[src/rtl/isa_pkg.sv]
// Purpose: Shared constants for the input signal allocation block
// Assumes: 32-bit AXI4-Lite register window, 8-bit byte address
// Notes: Digit values follow the hex-digit allocation scheme
package isa_pkg;
  // Register byte offsets
  localparam logic [7:0] ISA_OFF_METHOD = 8'h00;
  localparam logic [7:0] ISA_OFF_MAP1 = 8'h04;
  localparam logic [7:0] ISA_OFF_MAP2 = 8'h08;
  localparam logic [7:0] ISA_OFF_STATUS = 8'h0c;
  // Reset values of the stored parameters
  localparam logic [15:0] ISA_RST_METHOD = 16'h0000;
  localparam logic [15:0] ISA_RST_MAP1 = 16'h2100;
  localparam logic [15:0] ISA_RST_MAP2 = 16'h6543;
  // Digit field positions
  localparam int ISA_METHOD_LSB = 4;
  localparam int ISA_ALLOC_LSB = 0;
  localparam int ISA_SERVO_LSB = 4;
  localparam int ISA_PROP_LSB = 8;
  localparam int ISA_FWDB_LSB = 12;
  localparam int ISA_REVB_LSB = 0;
  localparam int ISA_FAULT_LSB = 4;
  localparam int ISA_FWDF_LSB = 8;
  // Status register field positions
  localparam int ISA_ST_PINS_LSB = 16;
  localparam int ISA_ST_FREE_BIT = 24;
  // Digit values
  localparam logic [3:0] ISA_DIG_PIN_MAX = 4'h6;
  localparam logic [3:0] ISA_DIG_ON = 4'h7;
  localparam logic [3:0] ISA_DIG_OFF = 4'h8;
  localparam logic [3:0] ISA_DIG_INV_BASE = 4'h9;
  localparam logic [3:0] ISA_ALLOC_FREE = 4'h1;
  // Pin digits, pin 40 first
  localparam logic [3:0] ISA_PIN40 = 4'h0;
  localparam logic [3:0] ISA_PIN41 = 4'h1;
  localparam logic [3:0] ISA_PIN42 = 4'h2;
  localparam logic [3:0] ISA_PIN43 = 4'h3;
  localparam logic [3:0] ISA_PIN44 = 4'h4;
  localparam logic [3:0] ISA_PIN45 = 4'h5;
  localparam logic [3:0] ISA_PIN46 = 4'h6;
  // Control method codes
  localparam logic [3:0] ISA_METH_PLAIN_LAST = 4'h2;
  localparam logic [3:0] ISA_METH_PRESET = 4'h3;
  localparam logic [3:0] ISA_METH_PRESET_LAST = 4'h6;
  localparam logic [3:0] ISA_METH_SWITCH_LAST = 4'h9;
  localparam logic [3:0] ISA_METH_ZERO_HOLD = 4'ha;
  localparam logic [3:0] ISA_METH_INHIBIT = 4'hb;
  // Function indices and first-listed polarity (1 = active low)
  localparam int ISA_NUM_FUNC = 13;
  localparam int ISA_F_SERVO = 0;
  localparam int ISA_F_PROP = 1;
  localparam int ISA_F_FWDB = 2;
  localparam int ISA_F_REVB = 3;
  localparam int ISA_F_FAULT = 4;
  localparam int ISA_F_FWDF = 5;
  localparam int ISA_F_REVF = 6;
  localparam int ISA_F_DIR = 7;
  localparam int ISA_F_SPDA = 8;
  localparam int ISA_F_SPDB = 9;
  localparam int ISA_F_CSW = 10;
  localparam int ISA_F_ZERO = 11;
  localparam int ISA_F_INH = 12;
  localparam logic [12:0] ISA_FIRST_LOW = 13'h1ff3;
  // Bus responses
  localparam logic [1:0] ISA_RESP_OKAY = 2'b00;
  localparam logic [1:0] ISA_RESP_SLVERR = 2'b10;
  // Role of pin 41 in the fixed allocation
  typedef enum logic [2:0] {
    ISA_ROLE_PROP, ISA_ROLE_DIR, ISA_ROLE_CSW, ISA_ROLE_ZERO, ISA_ROLE_INH
  } isa_role_e;
endpackage

[src/rtl/isa_top.sv]
// Purpose: Sequence input allocation for seven connector pins
// Assumes: AXI4-Lite slave on aclk; pins asynchronous to aclk
// Notes: Fixed or free allocation chosen by the allocation-mode digit
// Notes on behaviour
// - Method change remaps pins in fixed mode, keeps stored maps
// - Method 3: pins 41,45,46 direction, speeds
// - Pins 40,42,43,44 fixed in fixed mode
// - Methods 0-2 proportional, force limits; 3-6 speeds
// - Methods 7-9: pin 41 method switch
// - Method A zero hold, B pulse inhibit
// - Free mode only when allocation digit is 1
// - Digits 0-6 pins, 9-F inverted pins
// - Digit 7 always on, 8 always off
// - Shared pin drives every selecting function
// - Polarity per function as listed
// - Digit positions in the two map registers
`timescale 1ns/100ps
`default_nettype none
module isa_top import isa_pkg::*; (
  input wire logic aclk, // Clock, 125 MHz
  input wire logic aresetn, // Sync reset, active low
  input wire logic [7:0] s_axi_awaddr, // Write address
  input wire logic s_axi_awvalid, // Write address valid
  output logic s_axi_awready, // Write address ready
  input wire logic [31:0] s_axi_wdata, // Write data
  input wire logic [3:0] s_axi_wstrb, // Write byte enables
  input wire logic s_axi_wvalid, // Write data valid
  output logic s_axi_wready, // Write data ready
  output logic [1:0] s_axi_bresp, // Write response
  output logic s_axi_bvalid, // Write response valid
  input wire logic s_axi_bready, // Write response ready
  input wire logic [7:0] s_axi_araddr, // Read address
  input wire logic s_axi_arvalid, // Read address valid
  output logic s_axi_arready, // Read address ready
  output logic [31:0] s_axi_rdata, // Read data
  output logic [1:0] s_axi_rresp, // Read response
  output logic s_axi_rvalid, // Read data valid
  input wire logic s_axi_rready, // Read data ready
  input wire logic [6:0] seq_pin, // Connector pins 40..46, bit 0 = 40
  output logic servo_on, // Servo on
  output logic proportional_op_in, // Proportional operation
  output logic forward_travel_block_in, // Forward travel prohibit
  output logic reverse_travel_block_in, // Reverse travel prohibit
  output logic fault_clear_in, // Alarm reset
  output logic forward_force_limit_in, // Forward force limit
  output logic reverse_force_limit_in, // Reverse force limit
  output logic move_direction_select_in, // Direction select
  output logic preset_speed_select_a, // Preset speed select A
  output logic preset_speed_select_b, // Preset speed select B
  output logic method_switch_in, // Control method switch
  output logic zero_hold_in, // Zero clamp
  output logic pulse_inhibit_in // Reference pulse inhibit
);
  logic [15:0] control_method_select_r;
  logic [15:0] input_map_first_r;
  logic [15:0] input_map_second_r;
  logic [6:0] pin_meta_r;
  logic [6:0] pin_sync_r;
  logic aw_held_r;
  logic [7:0] aw_addr_r;
  logic w_held_r;
  logic [31:0] w_data_r;
  logic [3:0] w_strb_r;
  logic bvalid_r;
  logic [1:0] bresp_r;
  logic rvalid_r;
  logic [31:0] rdata_r;
  logic [1:0] rresp_r;
  logic do_write;
  logic [3:0] method;
  logic free_mode;
  isa_role_e pin41_role;
  logic [3:0] digit_eff [ISA_NUM_FUNC];
  wire [12:0] func_vec;
  logic [31:0] status_word;

  // Merge byte lanes into a 16-bit register
  function automatic logic [15:0] merge16(input logic [15:0] old, input logic [31:0] data,
                                          input logic [3:0] strb);
    logic [15:0] res;
    res = old;
    if (strb[0]) begin
      res[7:0] = data[7:0];
    end
    if (strb[1]) begin
      res[15:8] = data[15:8];
    end
    return res;
  endfunction

  // Pick a four-bit digit out of a register
  function automatic logic [3:0] digit_of(input logic [15:0] word, input int lsb);
    return 4'((word >> lsb) & 16'h000f);
  endfunction

  // Role of pin 41 for a control method code
  function automatic isa_role_e role_of(input logic [3:0] code);
    isa_role_e r;
    r = ISA_ROLE_PROP;
    if (code >= ISA_METH_PRESET && code <= ISA_METH_PRESET_LAST) begin
      r = ISA_ROLE_DIR;
    end else if (code > ISA_METH_PRESET_LAST && code <= ISA_METH_SWITCH_LAST) begin
      r = ISA_ROLE_CSW;
    end else if (code == ISA_METH_ZERO_HOLD) begin
      r = ISA_ROLE_ZERO;
    end else if (code == ISA_METH_INHIBIT) begin
      r = ISA_ROLE_INH;
    end
    return r;
  endfunction

  always_ff @(posedge aclk) begin
    if (!aresetn) begin
      pin_meta_r <= 7'h00;
      pin_sync_r <= 7'h00;
    end else begin
      pin_meta_r <= seq_pin;
      pin_sync_r <= pin_meta_r;
    end
  end

  // Write address and data capture, either order
  assign s_axi_awready = !aw_held_r && !bvalid_r;
  assign s_axi_wready = !w_held_r && !bvalid_r;
  assign do_write = aw_held_r && w_held_r;
  always_ff @(posedge aclk) begin
    if (!aresetn) begin
      aw_held_r <= 1'b0;
      aw_addr_r <= 8'h00;
      w_held_r <= 1'b0;
      w_data_r <= 32'h0000_0000;
      w_strb_r <= 4'h0;
    end else begin
      if (s_axi_awvalid && s_axi_awready) begin
        aw_held_r <= 1'b1;
        aw_addr_r <= s_axi_awaddr;
      end else if (do_write) begin
        aw_held_r <= 1'b0;
      end
      if (s_axi_wvalid && s_axi_wready) begin
        w_held_r <= 1'b1;
        w_data_r <= s_axi_wdata;
        w_strb_r <= s_axi_wstrb;
      end else if (do_write) begin
        w_held_r <= 1'b0;
      end
    end
  end

  // Write response
  always_ff @(posedge aclk) begin
    if (!aresetn) begin
      bvalid_r <= 1'b0;
      bresp_r <= ISA_RESP_OKAY;
    end else if (do_write) begin
      bvalid_r <= 1'b1;
      bresp_r <= (aw_addr_r[7:2] <= ISA_OFF_STATUS[7:2]) ? ISA_RESP_OKAY : ISA_RESP_SLVERR;
    end else if (s_axi_bready) begin
      bvalid_r <= 1'b0;
    end
  end
  assign s_axi_bvalid = bvalid_r;
  assign s_axi_bresp = bresp_r;

  // stored parameters; method write leaves maps alone
  always_ff @(posedge aclk) begin
    if (!aresetn) begin
      control_method_select_r <= ISA_RST_METHOD;
      input_map_first_r <= ISA_RST_MAP1;
      input_map_second_r <= ISA_RST_MAP2;
    end else if (do_write) begin
      unique case (aw_addr_r[7:2])
        ISA_OFF_METHOD[7:2]: begin
          control_method_select_r <= merge16(control_method_select_r, w_data_r, w_strb_r);
        end
        ISA_OFF_MAP1[7:2]: begin
          input_map_first_r <= merge16(input_map_first_r, w_data_r, w_strb_r);
        end
        ISA_OFF_MAP2[7:2]: begin
          input_map_second_r <= merge16(input_map_second_r, w_data_r, w_strb_r);
        end
        default: begin
        end
      endcase
    end
  end

  // Status word: functions, pins, mode
  always_comb begin
    status_word = 32'h0000_0000;
    status_word[12:0] = func_vec;
    status_word[ISA_ST_PINS_LSB +: 7] = pin_sync_r;
    status_word[ISA_ST_FREE_BIT] = free_mode;
  end

  // Read channel, one outstanding read
  assign s_axi_arready = !rvalid_r;
  always_ff @(posedge aclk) begin
    if (!aresetn) begin
      rvalid_r <= 1'b0;
      rdata_r <= 32'h0000_0000;
      rresp_r <= ISA_RESP_OKAY;
    end else if (s_axi_arvalid && s_axi_arready) begin
      rvalid_r <= 1'b1;
      rresp_r <= ISA_RESP_OKAY;
      unique case (s_axi_araddr[7:2])
        ISA_OFF_METHOD[7:2]: rdata_r <= {16'h0000, control_method_select_r};
        ISA_OFF_MAP1[7:2]: rdata_r <= {16'h0000, input_map_first_r};
        ISA_OFF_MAP2[7:2]: rdata_r <= {16'h0000, input_map_second_r};
        ISA_OFF_STATUS[7:2]: rdata_r <= status_word;
        default: begin
          rdata_r <= 32'h0000_0000;
          rresp_r <= ISA_RESP_SLVERR;
        end
      endcase
    end else if (s_axi_rready) begin
      rvalid_r <= 1'b0;
    end
  end
  assign s_axi_rvalid = rvalid_r;
  assign s_axi_rdata = rdata_r;
  assign s_axi_rresp = rresp_r;

  assign method = digit_of(control_method_select_r, ISA_METHOD_LSB);
  assign free_mode = digit_of(input_map_first_r, ISA_ALLOC_LSB) == ISA_ALLOC_FREE;
  assign pin41_role = role_of(method);

  // Effective digit per function
  always_comb begin
    for (int i = 0; i < ISA_NUM_FUNC; i++) begin
      digit_eff[i] = ISA_DIG_OFF;
    end
    if (free_mode) begin
      digit_eff[ISA_F_SERVO] = digit_of(input_map_first_r, ISA_SERVO_LSB);
      digit_eff[ISA_F_PROP] = digit_of(input_map_first_r, ISA_PROP_LSB);
      digit_eff[ISA_F_FWDB] = digit_of(input_map_first_r, ISA_FWDB_LSB);
      digit_eff[ISA_F_REVB] = digit_of(input_map_second_r, ISA_REVB_LSB);
      digit_eff[ISA_F_FAULT] = digit_of(input_map_second_r, ISA_FAULT_LSB);
      digit_eff[ISA_F_FWDF] = digit_of(input_map_second_r, ISA_FWDF_LSB);
    end else begin
      // fixed pins 40, 42, 43, 44
      digit_eff[ISA_F_SERVO] = ISA_PIN40;
      digit_eff[ISA_F_FWDB] = ISA_PIN42;
      digit_eff[ISA_F_REVB] = ISA_PIN43;
      digit_eff[ISA_F_FAULT] = ISA_PIN44;
      if (pin41_role == ISA_ROLE_DIR) begin
        digit_eff[ISA_F_SPDA] = ISA_PIN45;
        digit_eff[ISA_F_SPDB] = ISA_PIN46;
      end else begin
        digit_eff[ISA_F_FWDF] = ISA_PIN45;
        digit_eff[ISA_F_REVF] = ISA_PIN46;
      end
      unique case (pin41_role)
        ISA_ROLE_PROP: digit_eff[ISA_F_PROP] = ISA_PIN41;
        ISA_ROLE_DIR: digit_eff[ISA_F_DIR] = ISA_PIN41;
        ISA_ROLE_CSW: digit_eff[ISA_F_CSW] = ISA_PIN41;
        ISA_ROLE_ZERO: digit_eff[ISA_F_ZERO] = ISA_PIN41;
        ISA_ROLE_INH: digit_eff[ISA_F_INH] = ISA_PIN41;
      endcase
    end
  end

  // one resolver per function, shared pins
  for (genvar g = 0; g < ISA_NUM_FUNC; g++) begin : g_func
    isa_func_resolve #(
      .FIRST_LOW(ISA_FIRST_LOW[g])
    ) u_res (
      .aclk(aclk),
      .aresetn(aresetn),
      .digit(digit_eff[g]),
      .pins(pin_sync_r),
      .asserted(func_vec[g])
    );
  end

  // Function outputs
  assign servo_on = func_vec[ISA_F_SERVO];
  assign proportional_op_in = func_vec[ISA_F_PROP];
  assign forward_travel_block_in = func_vec[ISA_F_FWDB];
  assign reverse_travel_block_in = func_vec[ISA_F_REVB];
  assign fault_clear_in = func_vec[ISA_F_FAULT];
  assign forward_force_limit_in = func_vec[ISA_F_FWDF];
  assign reverse_force_limit_in = func_vec[ISA_F_REVF];
  assign move_direction_select_in = func_vec[ISA_F_DIR];
  assign preset_speed_select_a = func_vec[ISA_F_SPDA];
  assign preset_speed_select_b = func_vec[ISA_F_SPDB];
  assign method_switch_in = func_vec[ISA_F_CSW];
  assign zero_hold_in = func_vec[ISA_F_ZERO];
  assign pulse_inhibit_in = func_vec[ISA_F_INH];

  // Checks: helper marks one cycle out of reset
  logic live_r;
  logic [3:0] sv_dig;
  always_ff @(posedge aclk) begin
    if (!aresetn) begin
      live_r <= 1'b0;
    end else begin
      live_r <= 1'b1;
    end
  end
  assign sv_dig = digit_of(input_map_first_r, ISA_SERVO_LSB);
endmodule
`default_nettype wire

[src/rtl/isa_func_resolve.sv]
// Purpose: Resolve one function's asserted state from its digit
// Assumes: Pins already synchronised to aclk
// Notes: Output is registered
`timescale 1ns/100ps
`default_nettype none
module isa_func_resolve import isa_pkg::*; #(
  parameter bit FIRST_LOW = 1'b1
) (
  input wire logic aclk, // Clock
  input wire logic aresetn, // Sync reset, active low
  input wire logic [3:0] digit, // Allocation digit
  input wire logic [6:0] pins, // Synchronised pin levels
  output logic asserted // Function asserted
);
  logic asserted_nxt;
  logic [3:0] inv_idx;

  // Pin select, polarity, forced states
  always_comb begin
    inv_idx = digit - ISA_DIG_INV_BASE;
    if (digit <= ISA_DIG_PIN_MAX) begin
      asserted_nxt = FIRST_LOW ? ~pins[digit[2:0]] : pins[digit[2:0]];
    end else if (digit == ISA_DIG_ON) begin
      asserted_nxt = 1'b1;
    end else if (digit == ISA_DIG_OFF) begin
      asserted_nxt = 1'b0;
    end else begin
      asserted_nxt = FIRST_LOW ? pins[inv_idx[2:0]] : ~pins[inv_idx[2:0]];
    end
  end

  always_ff @(posedge aclk) begin
    if (!aresetn) begin
      asserted <= 1'b0;
    end else begin
      asserted <= asserted_nxt;
    end
  end
endmodule
`default_nettype wire

[config.mk]
export PLATFORM = sky130hd
export DESIGN_NAME = isa_top
export DESIGN_NICKNAME = d
export VERILOG_FILES = /design/src/rtl/isa_pkg.sv /design/src/rtl/isa_top.sv /design/src/rtl/isa_func_resolve.sv
export SDC_FILE = /design/constraint.sdc
export NUM_CORES = 1
export LEC_CHECK = 0
export ABC_AREA = 1
export BUFFER_PORTS_ARGS = -buffer_cell sky130_fd_sc_hd__buf_4
export CORE_MARGIN = 2
export CORE_UTILIZATION = 46
export DETAILED_ROUTE_END_ITERATION = 12
export PLACE_DENSITY = 0.68
export SLEW_MARGIN = 10
export SYNTH_ARGS = -nofsm -noshare
export SYNTH_HDL_FRONTEND = slang
export SYNTH_SLANG_ARGS = --single-unit
[constraint.sdc]
create_clock -name aclk -period 2.4 [get_ports aclk]
set_input_delay 0.36 -clock aclk [delete_from_list [all_inputs] [get_ports aclk]]
set_output_delay 0.36 -clock aclk [all_outputs]
set_load 0.01 [all_outputs]
==> results_tabular.tex <==
\begin{tabular}{lr}
\hline
Metric & Value \\
\hline
\multicolumn{2}{l}{\textbf{Clock tree}} \\
Number of buffers added by the clock tree synthesis step & 17 \\
Total number of clock tree sinks & between 100 and 150 \\
Clock slew seen by the registers of the worst setup and hold paths & roughly 60 ps \\
Post-cts gate resize count & 0 \\
Root Buffer & clkbuf\_16 \\
Bufs on Longest Clock Path & 2 \\
H-Tree Level Count & 4 \\
TritonCTS clock tree & yes \\
Hold-fix buffers, CTS & 0 \\
Clock insertion delay at the later pin of the skew report & about 420 ps \\
\multicolumn{2}{l}{\textbf{Global route}} \\
Global-route usage over all layers & between 20\% and 30\% \\
Pin count of the biggest net entering global routing & 53 \\
Initial antenna violation count & 0 \\
Number of global-route vias before repair & about 5400 \\
GRT overflow & 0 \\
First-pass GRT wire length & around 28 mm \\
\multicolumn{2}{l}{\textbf{Synthesis}} \\
Number of storage elements in the synthesis netlist & between 100 and 150 \\
Synth Area in Adders & under 10\% \\
Area of the mapped netlist & approximately 6300 um2 \\
Total of warnings raised by yosys & 0 \\
Compound-Gate Fraction of Synth Area & $\sim$22\% \\
Post-synthesis area per instance & 7.33 um2 \\
Count of distinct cell types in the synthesized netlist & 52 \\
Fraction of the yosys area taken by sequential cells & between 40\% and 50\% \\
Multiplexer area fraction after synthesis & 0\% \\
Synth Area in XOR/XNOR & less than 1\% \\
Post-Synth Simple-Gate Area & roughly a quarter \\
Post-synthesis instance total & $\sim$860 \\
Combinational family with the most area after synthesis & simple AND/OR/NAND/NOR gates \\
\multicolumn{2}{l}{\textbf{Worst hold path}} \\
Startpoint of the most critical hold path & seq\_pin[4] \\
Count of cells along the worst hold path & 3 \\
Endpoint with the worst hold slack & pin\_meta\_r[4] \\
Class of the tightest hold or removal check & primary input to register \\
\multicolumn{2}{l}{\textbf{Finish}} \\
Area delta synth->final & 24.2\% \\
Share of final-layout standard cells stronger than drive strength 1 & a little under a fifth \\
Number of standard cells in the final layout excluding fillers & around 1200 \\
Number of nets in the finished design & around 1000 \\
Number of antenna diodes & 0 \\
\multicolumn{2}{l}{\textbf{STA}} \\
WHS & 122 ps \\
Finish-stage setup viols & 0 \\
Max Transition Viols Final & 0 \\
Slew HR & 62.7\% \\
Worst setup skew after layout & about 9.2 ps \\
Final hold vios & 0 \\
Summed negative setup slack over all endpoints & 0 ps \\
Slew at the pin closest to its max-slew limit & between 500 and 600 ps \\
Final period demand of the worst path & around 2100 ps \\
Maximum clock rate & 475 MHz \\
Setup repair after global routing missed its margin & no \\
Portion of the clock cycle consumed by the worst path in the final layout & between 80\% and 90\% \\
\multicolumn{2}{l}{\textbf{Routing}} \\
Starting DRT DRC Count & 520 \\
Average wire length per cell after detail routing & $\sim$15 um \\
Total Wirelength & approximately 17 mm \\
Pre-Repair DR Iteration Count & 5 \\
DRC & 0 \\
Via count & around 6000 \\
Antenna Nets Post-Route & 0 \\
DR vias/cell & roughly 5.2 \\
\multicolumn{2}{l}{\textbf{Floorplan}} \\
Die extent in x & roughly 120 um \\
Standard-cell rows & between 40 and 50 \\
Initial core utilization & a little under half \\
Floorplan die area & 14700 um2 \\
I/O pin cnt & 120 \\
Die H & 121 um \\
Core box area & about 13000 um2 \\
\multicolumn{2}{l}{\textbf{Critical path}} \\
Critical path class & register to register \\
Critical path fanouts, max & 6 \\
Startpoint Class & register \\
Worst-case register-to-register setup slack & approximately 300 ps \\
FF-to-FF Start & input\_map\_first\_r[2] \\
Critical path data required time & 2750 ps \\
Kind of end point of the critical path & register \\
Crit path DAT & 2460 ps \\
Reg2Reg Depth & 12 \\
FF-to-FF End & g\_func[4].u\_res.asserted \\
\multicolumn{2}{l}{\textbf{Power}} \\
Share of total power in the clock network & roughly half \\
Share of total power in sequential cells & 42.2\% \\
Internal power & a little over 4000 uW \\
Net switching fraction of the power & a little under a quarter \\
Power density cells & 691 nW/um2 \\
Cell leakage power & $\sim$0.0036 uW \\
Combinational fraction of design power & about 7\% \\
Reported net switching power & 1270 uW \\
Largest voltage drop on the vdd net & about 0.00043 V \\
\multicolumn{2}{l}{\textbf{Outcome}} \\
Run status & complete, no violations \\
\multicolumn{2}{l}{\textbf{Place}} \\
Number of cells in the design after placement & approximately 1100 \\
Global placement routability congestion & approximately 0.94 \\
Final HPWL DP & between 10 and 15 mm \\
Number of buffers inserted by port buffering & between 80 and 90 \\
\multicolumn{2}{l}{\textbf{Flow run}} \\
Max Cap Violations & 0 \\
\hline
\end{tabular}
worst max path at each step:
| stage | endpoint | slack (ps) | from |
|---|---|---|---|
| floorplan | g_func[5].u_res.asserted | 450 | input_map_first_r[2] |
| global placement | g_func[3].u_res.asserted | 200 | input_map_first_r[2] |
| detailed placement | g_func[3].u_res.asserted | 170 | input_map_first_r[2] |
| CTS | g_func[4].u_res.asserted | 140 | input_map_first_r[2] |
| global route | g_func[4].u_res.asserted | 30 | input_map_first_r[2] |
| finish | g_func[4].u_res.asserted | 290 | input_map_first_r[2] |
metrics by stage:
stage          instance area (um2)  power (uW)  util (%)  setup WS [ps]
3_3_place_gp                  7190        2710      53.9            203
4_1_cts                       7830        5470      58.7            135
3_5_place_dp                  7190        2720      53.9            165
2_1_floorplan                 6360        2550         -            451
5_1_grt                       7860        5630      58.9           33.9
6_report                      7860        5430      58.9            295
routing by layer:
layer,global-route usage (%),part of all wire (%),vias up
met5,0,0,-
met2,37.9,45,216
met4,10.2,2.9,0
li1,-,-,3077
met3,5.08,7.2,33
met1,32.4,45,2678
cell type report:
cell class / instances / area [um2]
fillers: 1285 / 5490
multi-input cells: 602 / 3170
flip-flops and latches: 129 / 2580
repair buffers: 117 / 878
clock buffers: 18 / 439
inverters: 98 / 368
well taps: 176 / 220
clock inverters: 14 / 203
cell usage after synthesis, drive strengths merged:
| cell | n | area [um2] |
|---|---|---|
| a21oi | 68 | 348 |
| a22o | 2 | 17.5 |
| a22oi | 22 | 165 |
| a31oi | 9 | 56.3 |
| buf | 23 | 174 |
| clkbuf | 21 | 78.8 |
| clkinv | 6 | 22.5 |
| conb | 1 | 3.75 |
| dfxtp | 129 | 2580 |
| ha | 12 | 150 |
| inv | 92 | 345 |
| nand2 | 142 | 551 |
| nand3 | 41 | 223 |
| nand3b | 3 | 22.5 |
| nand4 | 8 | 65.1 |
| nor2 | 128 | 574 |
| nor3 | 9 | 45.0 |
| nor3b | 1 | 7.51 |
| nor4 | 3 | 40.0 |
| o2111ai | 2 | 17.5 |
| o211ai | 23 | 183 |
| o21a | 1 | 7.51 |
| o21ai | 102 | 526 |
| o21bai | 1 | 7.51 |
| o221ai | 2 | 17.5 |
| o22ai | 4 | 25.0 |
| o311ai | 2 | 17.5 |
| o31ai | 1 | 7.51 |
| or2 | 1 | 6.26 |
| xnor2 | 2 | 17.5 |
| xor2 | 3 | 26.3 |
power groups by stage:
| stage | Combinational [uW] | Clock, uW | Sequential (uW) |
|---|---|---|---|
| global route | 431 | 2900 | 2300 |
| detailed placement | 380 | 0 | 2340 |
| CTS | 382 | 2800 | 2290 |
| global placement | 377 | 0 | 2340 |
| floorplan | 232 | 0 | 2320 |
| finish | 380 | 2760 | 2290 |
placed cells by master (no fill, tap or decap), types with 10 or more instances in the layout:
| cell type | instances |
|---|---|
| nor2_1 | 115 |
| dfxtp_1 | 129 |
| nand2_1 | 139 |
| ha_1 | 12 |
| a21oi_1 | 66 |
| clkbuf_16 | 17 |
| a22oi_1 | 22 |
| o21ai_0 | 95 |
| o211ai_1 | 21 |
| nand3_1 | 39 |
| inv_1 | 87 |
| buf_4 | 117 |
| conb_1 | 10 |
worst max-delay path, stage by stage, from the launching register on:
cell,delay [ps]
dfxtp_1,330
nor2_2,170
nand3_4,140
buf_4,170
buf_4,150
inv_2,90
buf_4,160
nand2_1,150
o21ai_0,170
o21ai_0,100
a21oi_1,140
o21ai_0,120
a21oi_2,150
kinds of logic after synthesis:
logic type,count (synthesis)
adder cells (fa/ha/maj),12
flip-flops,129
AND/OR/NAND/NOR,336
buffers and inverters,142
XOR/XNOR,5
other,1
AO/OA/AOI/OAI,239
state kept, by name, summed over array words and instances, names as in the netlist:
name / cells
s_axi_rdata: 24
control_method_select_r: 16
input_map_first_r: 16
input_map_second_r: 16
w_data_r: 16
g_func.u_res.asserted: 13
pin_meta_r: 7
pin_sync_r: 7
aw_addr_r: 6
w_strb_r: 2
aw_held_r: 1
s_axi_bresp: 1
s_axi_bvalid: 1
s_axi_rresp: 1
s_axi_rvalid: 1
w_held_r: 1
timing repair:
action	4_1_cts	5_1_grt
setup endpoints to repair	0	3
setup buffers	0	4
endpoints found under the hold margin	0	0
Power figures use the tool's default switching activity.
